**src/obcd_pkg.sv**
```systemverilog
// Package with option byte field layout, codes and timing counts for the option decoder.
package obcd_pkg;

   // ***************************************
   // Option byte 0 field positions
   // ***************************************
   localparam int OB0_CLK_SEC_BIT  = 5;
   localparam int OB0_VSEL_HI      = 4;
   localparam int OB0_VSEL_LO      = 3;
   localparam int OB0_PKG_LO_BIT   = 1;
   localparam int OB0_PROT_BIT     = 0;

   // ***************************************
   // Option byte 1 field positions
   // ***************************************
   localparam int OB1_PKG_HI_BIT   = 7;
   localparam int OB1_RCYC_BIT     = 6;
   localparam int OB1_TYPE_HI      = 5;
   localparam int OB1_TYPE_LO      = 4;
   localparam int OB1_RANGE_HI     = 3;
   localparam int OB1_RANGE_LO     = 1;
   localparam int OB1_DBL_BIT      = 0;

   // ***************************************
   // Reset values and codes
   // ***************************************
   localparam logic [7:0] OB_ERASED        = 8'hff;
   localparam logic [1:0] VSEL_OFF         = 2'h3;
   localparam logic [1:0] VSEL_HIGHEST     = 2'h0;
   localparam logic [2:0] RANGE_1_2        = 3'h0;
   localparam logic [2:0] RANGE_2_4        = 3'h1;
   localparam logic [2:0] RANGE_4_8        = 3'h2;
   localparam logic [2:0] RANGE_8_16       = 3'h3;
   localparam int         PADS_PER_PORT    = 8;

   // ***************************************
   // Timing counts in CPU cycles
   // ***************************************
   localparam logic [12:0] RST_CYC_LONG    = 13'h1000;
   localparam logic [12:0] RST_CYC_SHORT   = 13'h0100;

   typedef enum logic [1:0] {
      OBCD_SRC_RESONATOR,
      OBCD_SRC_EXT_RC,
      OBCD_SRC_INT_RC,
      OBCD_SRC_EXT_CLOCK
   } obcd_src_e;

   typedef enum logic [1:0] {
      OBCD_PKG_80,
      OBCD_PKG_64,
      OBCD_PKG_NONE
   } obcd_pkg_e;

   typedef struct packed {
      logic        low_voltage_reset_monitor;
      logic        aux_voltage_warning;
      logic        highest_threshold;
      logic        vsel_code_unused;
   } obcd_volt_s;

   typedef struct packed {
      obcd_src_e   clock_source_type;
      logic [2:0]  clock_freq_range;
      logic        clock_security;
      logic        doubler_en;
      logic        range_unused;
   } obcd_clk_s;

endpackage

```
**src/obcd_delay.sv**
```systemverilog
// Reset phase and halt exit delay counter.
`timescale 1ns/1ps
module obcd_delay
   import obcd_pkg::*;
(
   input  wire logic        clock_i,
   input  wire logic        rst_i,
   input  wire logic        start_i,
   input  wire logic        short_sel_i,
   input  wire logic        main_osc_ready_i,
   input  wire logic        clock_security_i,
   output logic             busy_o
);

   logic [12:0] count_r;
   logic        run_r;
   logic [12:0] limit;

   assign limit  = short_sel_i ? RST_CYC_SHORT : RST_CYC_LONG;
   assign busy_o = run_r;

   // ***************************************
   // Counting
   // ***************************************
   always_ff @(posedge clock_i or posedge rst_i) begin
      if (rst_i) begin
         count_r <= 13'h0000;
         run_r   <= 1'b0;
      end else if (start_i) begin
         count_r <= 13'h0000;
         run_r   <= 1'b1;
      end else if (run_r && (clock_security_i || main_osc_ready_i)) begin
         if (count_r == limit - 13'h0001) begin
            run_r <= 1'b0;
         end
         count_r <= count_r + 13'h0001;
      end
   end

endmodule

```
**src/obcd_top.sv**
```systemverilog
// Option byte configuration decoder top level.
// Operation
// - Voltage field: 11 both detectors off, 00 highest threshold, others unused.
// - Protection bit 0 blocks flash read and write in test and programming modes.
// - Protected option byte erase first erases all user memory.
// - Package bits 11 select 80 pins, 10 select 64 pins.
// - Unbonded pads stay input pull-up after reset.
// - Reset cycle bit: 0 gives 4096 cycles, 1 gives 256 cycles.
// - With clock security on, delay counts at once on backup oscillator.
// - Clock type: resonator, external RC, internal RC, external clock.
// - Range field picks resonator drive or operating frequency range.
// - Doubler bit 0 enables times two, 1 bypasses it.
`timescale 1ns/1ps
module obcd_top
   import obcd_pkg::*;
(
   input  wire logic        clock_i,
   input  wire logic        rst_i,
   input  wire logic [7:0]  option_byte0_i,
   input  wire logic [7:0]  option_byte1_i,
   input  wire logic        test_mode_i,
   input  wire logic        in_circuit_programming_i,
   input  wire logic        flash_rd_req_i,
   input  wire logic        flash_wr_req_i,
   input  wire logic        opt_erase_req_i,
   input  wire logic        user_erase_done_i,
   input  wire logic        main_osc_ready_i,
   input  wire logic        halt_exit_i,
   output obcd_volt_s       volt_o,
   output obcd_clk_s        clk_o,
   output logic             readout_protect_o,
   output logic             flash_rd_allow_o,
   output logic             flash_wr_allow_o,
   output logic             user_erase_req_o,
   output logic             opt_erase_go_o,
   output obcd_pkg_e        package_o,
   output logic             package_sel_lo_o,
   output logic             package_sel_hi_o,
   output logic [PADS_PER_PORT-1:0] pad_pullup_o,
   output logic             reset_cycle_count_sel_o,
   output logic             cpu_hold_o
);

   typedef enum logic [1:0] {
      OBCD_ER_IDLE,
      OBCD_ER_USER,
      OBCD_ER_OPT
   } obcd_er_e;

   logic [7:0] ob0_r;
   logic [7:0] ob1_r;
   logic       load_r;
   logic       start_r;
   logic       busy;
   obcd_er_e   er_r;
   logic       locked;
   logic [1:0] vsel;

   // ***************************************
   // Option byte capture
   // ***************************************
   always_ff @(posedge clock_i or posedge rst_i) begin
      if (rst_i) begin
         ob0_r  <= OB_ERASED;
         ob1_r  <= OB_ERASED;
         load_r <= 1'b1;
      end else if (load_r) begin
         ob0_r  <= option_byte0_i;
         ob1_r  <= option_byte1_i;
         load_r <= 1'b0;
      end
   end

   // ***************************************
   // Voltage detector decode
   // ***************************************
   assign vsel = ob0_r[OB0_VSEL_HI:OB0_VSEL_LO];

   always_comb begin
      volt_o.low_voltage_reset_monitor = (vsel != VSEL_OFF);
      volt_o.aux_voltage_warning       = (vsel != VSEL_OFF);
      volt_o.highest_threshold         = (vsel == VSEL_HIGHEST);
      volt_o.vsel_code_unused          = ~volt_o.highest_threshold
                                         & volt_o.low_voltage_reset_monitor;
   end

   // ***************************************
   // Clock decode
   // ***************************************
   always_comb begin
      clk_o.clock_source_type = obcd_src_e'(ob1_r[OB1_TYPE_HI:OB1_TYPE_LO]);
      clk_o.clock_freq_range  = ob1_r[OB1_RANGE_HI:OB1_RANGE_LO];
      clk_o.clock_security    = ~ob0_r[OB0_CLK_SEC_BIT];
      clk_o.doubler_en        = ~ob1_r[OB1_DBL_BIT];
      clk_o.range_unused      = (ob1_r[OB1_RANGE_HI:OB1_RANGE_LO] > RANGE_8_16);
   end

   // ***************************************
   // Read-out protection and erase order
   // ***************************************
   assign readout_protect_o = ~ob0_r[OB0_PROT_BIT];
   assign locked            = readout_protect_o & (test_mode_i | in_circuit_programming_i);
   assign flash_rd_allow_o  = flash_rd_req_i & ~locked;
   assign flash_wr_allow_o  = flash_wr_req_i & ~locked;
   assign user_erase_req_o  = (er_r == OBCD_ER_USER);
   assign opt_erase_go_o    = (er_r == OBCD_ER_OPT);

   always_ff @(posedge clock_i or posedge rst_i) begin
      if (rst_i) begin
         er_r <= OBCD_ER_IDLE;
      end else begin
         case (er_r)
            OBCD_ER_IDLE: begin
               if (opt_erase_req_i) begin
                  er_r <= readout_protect_o ? OBCD_ER_USER : OBCD_ER_OPT;
               end
            end
            OBCD_ER_USER: begin
               if (user_erase_done_i) begin
                  er_r <= OBCD_ER_OPT;
               end
            end
            default: begin
               er_r <= OBCD_ER_IDLE;
            end
         endcase
      end
   end

   // ***************************************
   // Package selection and pads
   // ***************************************
   assign package_sel_lo_o = ob0_r[OB0_PKG_LO_BIT];
   assign package_sel_hi_o = ob1_r[OB1_PKG_HI_BIT];

   always_comb begin
      if (package_sel_hi_o && package_sel_lo_o) begin
         package_o = OBCD_PKG_80;
      end else if (package_sel_hi_o) begin
         package_o = OBCD_PKG_64;
      end else begin
         package_o = OBCD_PKG_NONE;
      end
   end

   for (genvar i = 0; i < PADS_PER_PORT; i++) begin : g_pad
      assign pad_pullup_o[i] = 1'b1;
   end

   // ***************************************
   // Reset phase and halt exit delay
   // ***************************************
   assign reset_cycle_count_sel_o = ob1_r[OB1_RCYC_BIT];

   always_ff @(posedge clock_i or posedge rst_i) begin
      if (rst_i) begin
         start_r <= 1'b0;
      end else begin
         start_r <= load_r | halt_exit_i;
      end
   end

   obcd_delay u_delay (
      .clock_i          (clock_i),
      .rst_i            (rst_i),
      .start_i          (start_r),
      .short_sel_i      (reset_cycle_count_sel_o),
      .main_osc_ready_i (main_osc_ready_i),
      .clock_security_i (clk_o.clock_security),
      .busy_o           (busy)
   );

   assign cpu_hold_o = busy | load_r | start_r;

endmodule

```
**config.mk**
```make
export PLATFORM = sky130hd
export DESIGN_NAME = obcd_top
export DESIGN_NICKNAME = d
export VERILOG_FILES = /design/src/obcd_pkg.sv /design/src/obcd_delay.sv /design/src/obcd_top.sv
export SDC_FILE = /design/constraint.sdc
export NUM_CORES = 1
export LEC_CHECK = 0
export BUFFER_PORTS_ARGS = -buffer_cell sky130_fd_sc_hd__clkbuf_2
export CAP_MARGIN = 40
export CORE_UTILIZATION = 40
export DETAILED_ROUTE_END_ITERATION = 8
export PLACE_DENSITY = 0.69
export REMOVE_ABC_BUFFERS = 1
export SETUP_SLACK_MARGIN = 0.2
export SLEW_MARGIN = 15
export SYNTH_ARGS = -nofsm -noshare
export SYNTH_HDL_FRONTEND = slang
export SYNTH_SLANG_ARGS = --single-unit
```
**constraint.sdc**
```tcl
create_clock -name clock_i -period 2.23 [get_ports clock_i]
set_input_delay 0.3345 -clock clock_i [delete_from_list [all_inputs] [get_ports clock_i]]
set_output_delay 0.3345 -clock clock_i [all_outputs]
set_load 0.1 [all_outputs]
```
==> results.toml, run 1 <==
[grt]
grt_antenna_before_repair = 0
first_global_vias = 1079
grt_pass1_wl_um = 4640
grt_overflow_total = 0
grt_usage_pct = 14.8
grt_start_max_net_pins = 32

[timing]
worst-slew-pin-transition_ps = 548
report.final.slew_viol_count = 0
finalHoldWorstSlack_ps = 102
final_critical_path_setup_slack_ps = 319
grt_setup_unrepaired = "false"
fmax_mhz = 523
final_hold_viol_count = 0
fin_crit_ps = 1910
final.setup_skew_ps = 4.19
worst_slew_margin_rel_pct = 63.6
setup_violations = 0
min_period_over_period_pct = 85.7

[placement]
routabilityCongestion = 0.724
numPortBuffers = 45
place.detailed.instances = 241
pre_cts_slack_ps = 350
place.detailed.hpwl_um = 2070

[route]
routed_len_inst_um = 11.0
detailedRoute.firstIterationViolations = 23
antenna_violating_nets_left = 0
dr_total_vias = 1165
wl_met2_um = 1320
wirelength_met1_um = 1260
detailed_route_wl_um = 2740
drcViolationCount = 0
drt-vias-per-instance = 4.68
dr.max_layer_used = "met4"
drtPass1Iterations = 3
wl_met3_um = 114

[synthesis]
postSynthCellCount = 159
synth-warning-count = 0
edff_count_synth = 0
syn-cell-area_um2 = 1580
synth_top_flop_cell = "dfrtp_1"
syn-mean-instance-area_um2 = 9.91
synth-async-reset-ratio_pct = 100
synth.yosys.seq_area_share_pct = 50.4
synth.distinct_cells = 32
flop_and_latch_count_out_of_synthesis = 31

[layout]
area.growth.synth_to_final_pct = 18.5
final_core_utilization_pct = 50.2
layout-drive-gt1-share_pct = 41.8
n_antenna_cell = 0
stdcell_count = 249
layout.nets = 229

[critical_path]
cp_max_fo = 2
startpoint_type = "flop"
worst_ep_arrival_time_ps = 1580
worst_setup_path_end_kind = "output pin"
reg2reg_slack_ps = 330
critPathRequiredTime_ps = 1900
timing_worst_setup_path_type = "flop to output pin"

[die]
initial_utilization_pct = 42.4
row_count = 22
design.die.area_um2 = 4190
die_width_um = 64.8
io_pins = 57
coreArea_um2 = 3720
floorplan.die.height_um = 64.8

[pwr]
power_density_nw_per_um2 = 861
vdd_ir_drop_max_mv = 0.476
static-leakage-power_nw = 0.895
total_power_mw = 1.61

[clock_tree]
cts_tree = "done"
clockRootBuffer = "clkbuf_8"
htree_num_levels = 2
holdBufCountCts = 0
cts.sinks = 31
clockBufferDepth = 2
tritoncts_buffers = 5
clock_pin_slew_of_the_registers_on_the_worst_case_setup_and_hold_paths_ps = 60
clock_latency_ps = 280

[hold_path]
timing.hold.worst.class = "input pin to async pin"

[job]
maxCapViolCount = 0

[outcome]
outcome = "completed"
==> critical path, cell delays in order (launching register included) <==
cell and delay, ps:
dfstp_2 530, inv_1 50, ha_1 270, clkbuf_2 450
==> power breakdown <==
group	leakage (nW)	switching [mW]	internal [mW]
logic	0.474	0.451	0.0794
registers	0.373	0.0256	0.615
clock network	0.0482	0.189	0.248
total	0.895	0.666	0.942
==> routing by layer <==
layer | GRT usage, % | vias up
met4 | 7.50 | 0
li1 | - | 582
met1 | 18.1 | 547
met2 | 24.1 | 31
met3 | 3.70 | 5
met5 | 0 | -
==> final timing paths <==
| check | from | end | cells after the start |
|---|---|---|---|
| worst max-delay path | ob0_r[3] | volt_o[0] | 3 |
| worst max register to register | u_delay.count_r[0] | u_delay.count_r[12] | 5 |
| worst min register to register | ob1_r[0] | ob1_r[0] | 2 |
| worst min-delay path | rst_i | u_delay.count_r[12] | 3 |
| max in group asynchronous | rst_i | load_r | 3 |
| min in group clock_i | halt_exit_i | start_r | 2 |
==> sequential cells by signal (all words and copies together) (netlist names) <==
register,count
u_delay.count_r,13
ob1_r,8
ob0_r,5
er_r,2
load_r,1
start_r,1
u_delay.busy_o,1
==> metrics by stage <==
| stage | cell area [um^2] | setup TNS (ps) |
|---|---|---|
| floorplan | 1460 | -928 |
| global placement | 1770 | 0 |
| detailed placement | 1770 | 0 |
| CTS | 1860 | 0 |
| global route | 1870 | 0 |
| finish | 1870 | 0 |
==> timing repair <==
item / CTS / global route
setup buffers: 0 / 0
endpoints found under the setup margin: 0 / 1
resized for setup: 0 / 1
==> cells in the final DEF (no fill, tap or decap), types with 6 or more instances in the layout <==
cell type	n
clkbuf_2	45
dfrtp_1	17
nor2_1	16
dfstp_2	14
nand2_1	12
inv_1	10
conb_1	9
mux2_2	8
o21ai_0	8
xor2_1	6
nand3_1	6
a21oi_1	6
clkbuf_8	6
==> cell usage after synthesis, drive strengths merged, types with 2 or more instances <==
cell	n	area share (%)
xor2	6	3.3
ha	3	2.4
nor2	16	3.8
and3	2	0.87
o21ai	8	2.5
and2	3	1.3
xnor2	2	1.1
mux2	8	5.7
a21oi	6	1.9
nand4	4	1.6
nand3	6	1.9
o31ai	3	1.4
dfrtp	17	27
dfstp	14	23
buf	17	7.9
conb	2	0.48
or4	3	1.4
inv	10	2.4
nor2b	4	1.6
nand2	12	2.9
clkbuf	5	1.2
==> cell families (layout without fill, tap and decap cells) <==
family	count (synthesis)	in the layout	synth area share, %
buffers and inverters	32	67	11.5
multiplexers	8	8	5.72
adder cells (fa/ha/maj)	3	3	2.38
flip-flops	31	31	50.4
AND/OR/NAND/NOR	57	57	18.8
AO/OA/AOI/OAI	18	18	6.28
other	2	9	0.477
XOR/XNOR	8	8	4.45
==> layout make-up <==
cell class / count / area [um^2]
clock buffer: 7 / 86.3
clock inverter: 1 / 5.00
fill: 367 / 1850
inverter: 10 / 37.5
multi-input combinational: 103 / 629
sequential: 31 / 793
tap: 48 / 60.1
timing repair buffer: 49 / 255
(Power assumes the default switching activity.)
==> inputs of run 2 (changes only) <==
PLACE_DENSITY = 0.71   (was 0.69)
clock period = 1.72 ns   (was 2.23 ns; I/O delays follow)
==> run 2 against run 1 <==
Critical path depth up 2. Cell count up 6.4%. Utilization up 10 points. Critical endpoint is now u_delay.count_r[12]. Largest power group is now clock.
==> results.toml, run 2 (synthesis results as in run 1) <==
[placement]
routabilityCongestion = 0.716
place.detailed.hpwl_um = 2100
numPortBuffers = 45
place.detailed.instances = 248

[pwr]
static-leakage-power_nw = 1.05
comb_power_share_pct = 32.2
p_int_mw = 1.57
p_sw_share_pct = 36.7
clock_power_share_pct = 34.2
vdd_ir_drop_max_mv = 0.752
power_density_nw_per_um2 = 1100
total_power_mw = 2.47
switchingPower_uw = 908
share_seq_of_total_power_pct = 33.6

[critical_path]
timing_worst_setup_path_type = "flop to flop"
critical_path.max_stage_delay_ps = 420
worst_ep_arrival_time_ps = 1930
cp_max_fo = 2
critPathRequiredTime_ps = 1940
worst_setup_path_end_kind = "flop"
timing.critical_path.slowest_stage_cell = "or3b_4"
crit_chain = "ha_2, nand4_1, or3b_4, or4_4, a21oi_2"
startpoint_type = "flop"

[timing]
setup_violations = 0
final.setup_skew_ps = 4.09
fmax_mhz = 585
fin_crit_ps = 1710
worst_slew_margin_rel_pct = 64.0
worst-slew-pin-transition_ps = 542
min_period_over_period_pct = 99.4
final_hold_viol_count = 0
grt_setup_unrepaired = "true"
report.final.slew_viol_count = 0

[die]
io_pins = 57
initial_utilization_pct = 42.4
design.die.area_um2 = 4190
die_width_um = 64.8
coreArea_um2 = 3720
floorplan.die.height_um = 64.8
row_count = 22

[grt]
grt_usage_pct = 16.8
grt_overflow_total = 0
grt_antenna_before_repair = 0
grt_start_max_net_pins = 32
first_global_vias = 1152
grt_pass1_wl_um = 5170

[layout]
n_antenna_cell = 0
area.growth.synth_to_final_pct = 42.9
layout.filler_cells = 313
multi_input_area_um2 = 707
largestRegisters = "u_delay.count_r: 13 flops, ob1_r: 8 flops, ob0_r: 5 flops"
largest_register_ff_count = 13
layout-drive-gt1-share_pct = 53.5
largest_register = "u_delay.count_r"
final_core_utilization_pct = 60.6
stdcell_count = 265
final_common_cell = "clkbuf_2"
layout.nets = 245
ff_latch_area_um2 = 793
mostFrequentLayoutCells = "clkbuf_2, buf_4, dfrtp_1"

[clock_tree]
htree_num_levels = 2
tritoncts_buffers = 5
cts_tree = "done"
clockRootBuffer = "clkbuf_8"
clock_pin_slew_of_the_registers_on_the_worst_case_setup_and_hold_paths_ps = 70
clockBufferDepth = 2
holdBufCountCts = 0
cts.sinks = 31
clock_latency_ps = 290

[route]
drcViolationCount = 0
detailed_route_wl_um = 3350
drtPass1Iterations = 4
detailedRoute.firstIterationViolations = 52
drt-vias-per-instance = 4.65
routed_len_inst_um = 12.6
dr_total_vias = 1233
antenna_violating_nets_left = 0

[hold_path]
timing.hold.worst.class = "input pin to async pin"

[outcome]
outcome = "completed"

[job]
maxCapViolCount = 0
## run 2: final cells by class
class	instances	area share, %
sequential	31	35.2
timing repair buffer	65	23.1
tap	48	2.67
clock buffer	6	3.22
clock inverter	2	2.67
multi-input combinational	103	31.4
inverter	10	1.67
## run 2: final timing paths
path / endpoint / slack, ps / cells past startpoint / start
max: u_delay.count_r[12] / 10 / 5 / u_delay.count_r[0]
min in group clock_i: start_r / 170 / 2 / halt_exit_i
min: er_r[0] / 30 / 3 / rst_i
max in group asynchronous: ob1_r[6] / 1370 / 3 / rst_i
max reg2reg: u_delay.count_r[12] / 10 / 5 / u_delay.count_r[0]
min reg2reg: er_r[0] / 480 / 1 / er_r[1]
## run 2: per-stage QoR
step | setup WS, ps | TNS [ps] | area, um^2 | hold slack [ps]
floorplan | -1360 | -3280 | 1460 | 351
global placement | -40.7 | -40.7 | 1890 | 336
detailed placement | -77.7 | -77.7 | 1890 | 335
CTS | 79.6 | 0 | 2160 | 26.9
global route | -70.3 | -129 | 2250 | 63.8
finish | 10.8 | 0 | 2250 | 28.3
## run 2: timing repair
item	CTS	global route
endpoints found under the setup margin	26	19
buffers inserted	5	4
hold endpoints to repair	0	0
resized for setup	30	21
pin swaps	11	8
## run 2: power groups by stage
| stage | Combinational, mW | Clock, mW | Sequential (mW) |
|---|---|---|---|
| global placement | 0.728 | 0 | 0.839 |
| CTS | 0.774 | 0.856 | 0.830 |
| detailed placement | 0.731 | 0 | 0.842 |
| floorplan | 0.427 | 0 | 1.01 |
| global route | 0.829 | 0.903 | 0.837 |
| finish | 0.798 | 0.847 | 0.831 |
## run 2: layer usage
| layer | track usage [%] | share of wire (%) |
|---|---|---|
| met3 | 5.46 | 3.3 |
| met1 | 19.5 | 41 |
| met4 | 7.50 | 1.1 |
| met5 | 0 | 0 |
| met2 | 28.1 | 54 |
## run 2: worst max-delay path, delay by kind of cell (launching register included)
| kind | cells | cell delay [ps] |
|---|---|---|
| simple gates | 3 | 970 |
| fa+ha+maj | 1 | 190 |
| compound gates | 1 | 120 |
| flops | 1 | 360 |
==> inputs of run 3 (changes only) <==
CORE_ASPECT_RATIO = 2   (was not set)
CORE_UTILIZATION = 25   (was 40)
PLACE_DENSITY = 0.5   (was 0.71)
==> run 3 against run 2 <==
Cell count is 13% higher. Maximum frequency is 1.3% higher. Sequential power hardly changed. Critical path depth stayed put. First-iteration DRC count is 65% lower. Clock skew hardly changed. Utilization is 23 points lower. Sequential cell count stayed put. Setup slack better by 21 ps. Combinational power is 2% lower. Routed wire length is 0.57% lower. Global-route usage is 5.7 points lower. Critical endpoint unchanged. Largest power group unchanged.
==> results.toml, run 3 (synthesis results as in run 1) <==
[clock_tree]
clockRootBuffer = "clkbuf_16"
clock_latency_ps = 280
htree_num_levels = 2
tritoncts_buffers = 5
clock_pin_slew_of_the_registers_on_the_worst_case_setup_and_hold_paths_ps = 60
clockBufferDepth = 2
holdBufCountCts = 0
cts_tree = "done"
cts.sinks = 31

[die]
row_count = 40
floorplan.die.height_um = 114
coreArea_um2 = 6060
design.die.area_um2 = 6640
io_pins = 57
die_width_um = 58.1
initial_utilization_pct = 26.0

[route]
wirelength_met1_um = 1240
wl_met3_um = 88
routed_len_inst_um = 11.1
drtPass1Iterations = 4
drt-vias-per-instance = 4.20
drcViolationCount = 0
dr.max_layer_used = "met4"
detailed_route_wl_um = 3330
detailedRoute.firstIterationViolations = 18
wl_met2_um = 1910
dr_total_vias = 1255
antenna_violating_nets_left = 0

[pwr]
switchingPower_uw = 959
p_int_mw = 1.66
p_sw_share_pct = 36.6
clock_power_share_pct = 38.5
static-leakage-power_nw = 1.04
power_density_nw_per_um2 = 1160
comb_power_share_pct = 29.8
vdd_ir_drop_max_mv = 0.530
share_seq_of_total_power_pct = 31.7

[layout]
layout-drive-gt1-share_pct = 50.2
multi_input_area_um2 = 662
final_common_cell = "clkbuf_2"
ff_latch_area_um2 = 793
largest_register = "u_delay.count_r"
area.growth.synth_to_final_pct = 42.8
layout.nets = 243
post_layout_inst_area_um2 = 2250
largestRegisters = "u_delay.count_r: 13 flops, ob1_r: 8 flops, ob0_r: 5 flops"
layout.filler_cells = 616
largest_register_ff_count = 13
n_antenna_cell = 0
mostFrequentLayoutCells = "clkbuf_2, dfrtp_1, buf_4"

[placement]
routabilityCongestion = 0.735
numPortBuffers = 45
pre_cts_slack_ps = -124
post_place_cell_area_um2 = 1950
place.detailed.hpwl_um = 2430

[hold_path]
timing.hold.worst.class = "input pin to async pin"

[critical_path]
startpoint_type = "flop"
critPathRequiredTime_ps = 1920
worst_ep_arrival_time_ps = 1890
r2r_end = "u_delay.count_r[12]"
worst_setup_sp = "u_delay.count_r[1]"
worstReg2RegStart = "u_delay.count_r[1]"
reg2reg_slack_ps = 30
timing_worst_setup_path_type = "flop to flop"
worstRegToRegCells = 5
cp_max_fo = 2
worst_setup_path_end_kind = "flop"

[timing]
fmax_mhz = 592
setup_violations = 0
grt_setup_unrepaired = "true"
min_period_over_period_pct = 98.1
worst-slew-pin-transition_ps = 556
report.final.slew_viol_count = 0
final.setup_skew_ps = 4.16
worst_slew_margin_rel_pct = 63.1
final_critical_path_setup_slack_ps = 32.0
final_hold_viol_count = 0
finalHoldWorstSlack_ps = 37.6
fin_crit_ps = 1690

[grt]
grt_usage_pct = 11.1
grt_start_max_net_pins = 32
first_global_vias = 1231
grt_antenna_before_repair = 0
grt_pass1_wl_um = 5620
grt_overflow_total = 0

[job]
maxCapViolCount = 0

[outcome]
outcome = "completed"
## run 3: cell count changes in the layout (fill, tap and decap cells not counted), moves of 2 or more
cell / previous run / this run
clkbuf_16: 0 / 6
clkbuf_8: 5 / 0
clkbuf_2: 23 / 26
buf_12: 6 / 4
buf_4: 19 / 17
buf_6: 2 / 4
buf_8: 2 / 0
clkbuf_4: 10 / 8
o31ai_1: 1 / 3
## run 3: worst max-delay path, stage by stage, from the launching register on
cell and delay, ps:
dfrtp_1 350, ha_2 190, nand4_1 140, or3b_4 400
or4_1 400, a21oi_1 130
## run 3: worst max-delay path by stage
stage	endpoint	slack, ps	cells past startpoint
2_1_floorplan	package_o[0]	-1360	2
3_3_place_gp	u_delay.count_r[12]	-80	5
3_5_place_dp	u_delay.count_r[12]	-120	5
4_1_cts	u_delay.count_r[12]	10	5
5_1_grt	u_delay.count_r[12]	-40	5
6_report	u_delay.count_r[12]	30	5
## run 3: final cells by class
| type | count | share of cell area [%] |
|---|---|---|
| repair buffers | 63 | 21.5 |
| clock inverters | 3 | 1.95 |
| multi-input cells | 103 | 29.4 |
| inverters | 10 | 1.67 |
| flip-flops and latches | 31 | 35.3 |
| clock buffers | 5 | 5.56 |
| well taps | 84 | 4.67 |
## run 3: through the flow
step	cells	util (%)	setup TNS, ps	total power, mW
after floorplan	144	-	-3280	1.43
after global placement	285	32.1	-86.6	1.57
after detailed placement	285	32.1	-157	1.57
after CTS	297	36.7	0	2.64
after global routing	299	37.1	-36.0	2.71
final	299	37.1	0	2.62
## run 3: timing repair
item	4_1_cts	5_1_grt
buffers inserted	4	2
pin swaps	8	1
endpoints found under the setup margin	18	16
gates cloned	0	0
gates resized for setup	24	6
## run 3: layer usage
metal	track usage, %	up-vias
li1	-	608
met1	10.9	609
met2	20.8	31
met3	2.15	7
met4	6.19	0
met5	0	-
## run 3: power groups by stage
| stage | combinational, mW | clock [mW] | sequential (mW) |
|---|---|---|---|
| 2_1_floorplan | 0.427 | 0 | 1.01 |
| 3_3_place_gp | 0.733 | 0 | 0.838 |
| 3_5_place_dp | 0.735 | 0 | 0.840 |
| 4_1_cts | 0.776 | 1.03 | 0.830 |
| 5_1_grt | 0.808 | 1.06 | 0.834 |
| 6_report | 0.780 | 1.01 | 0.829 |
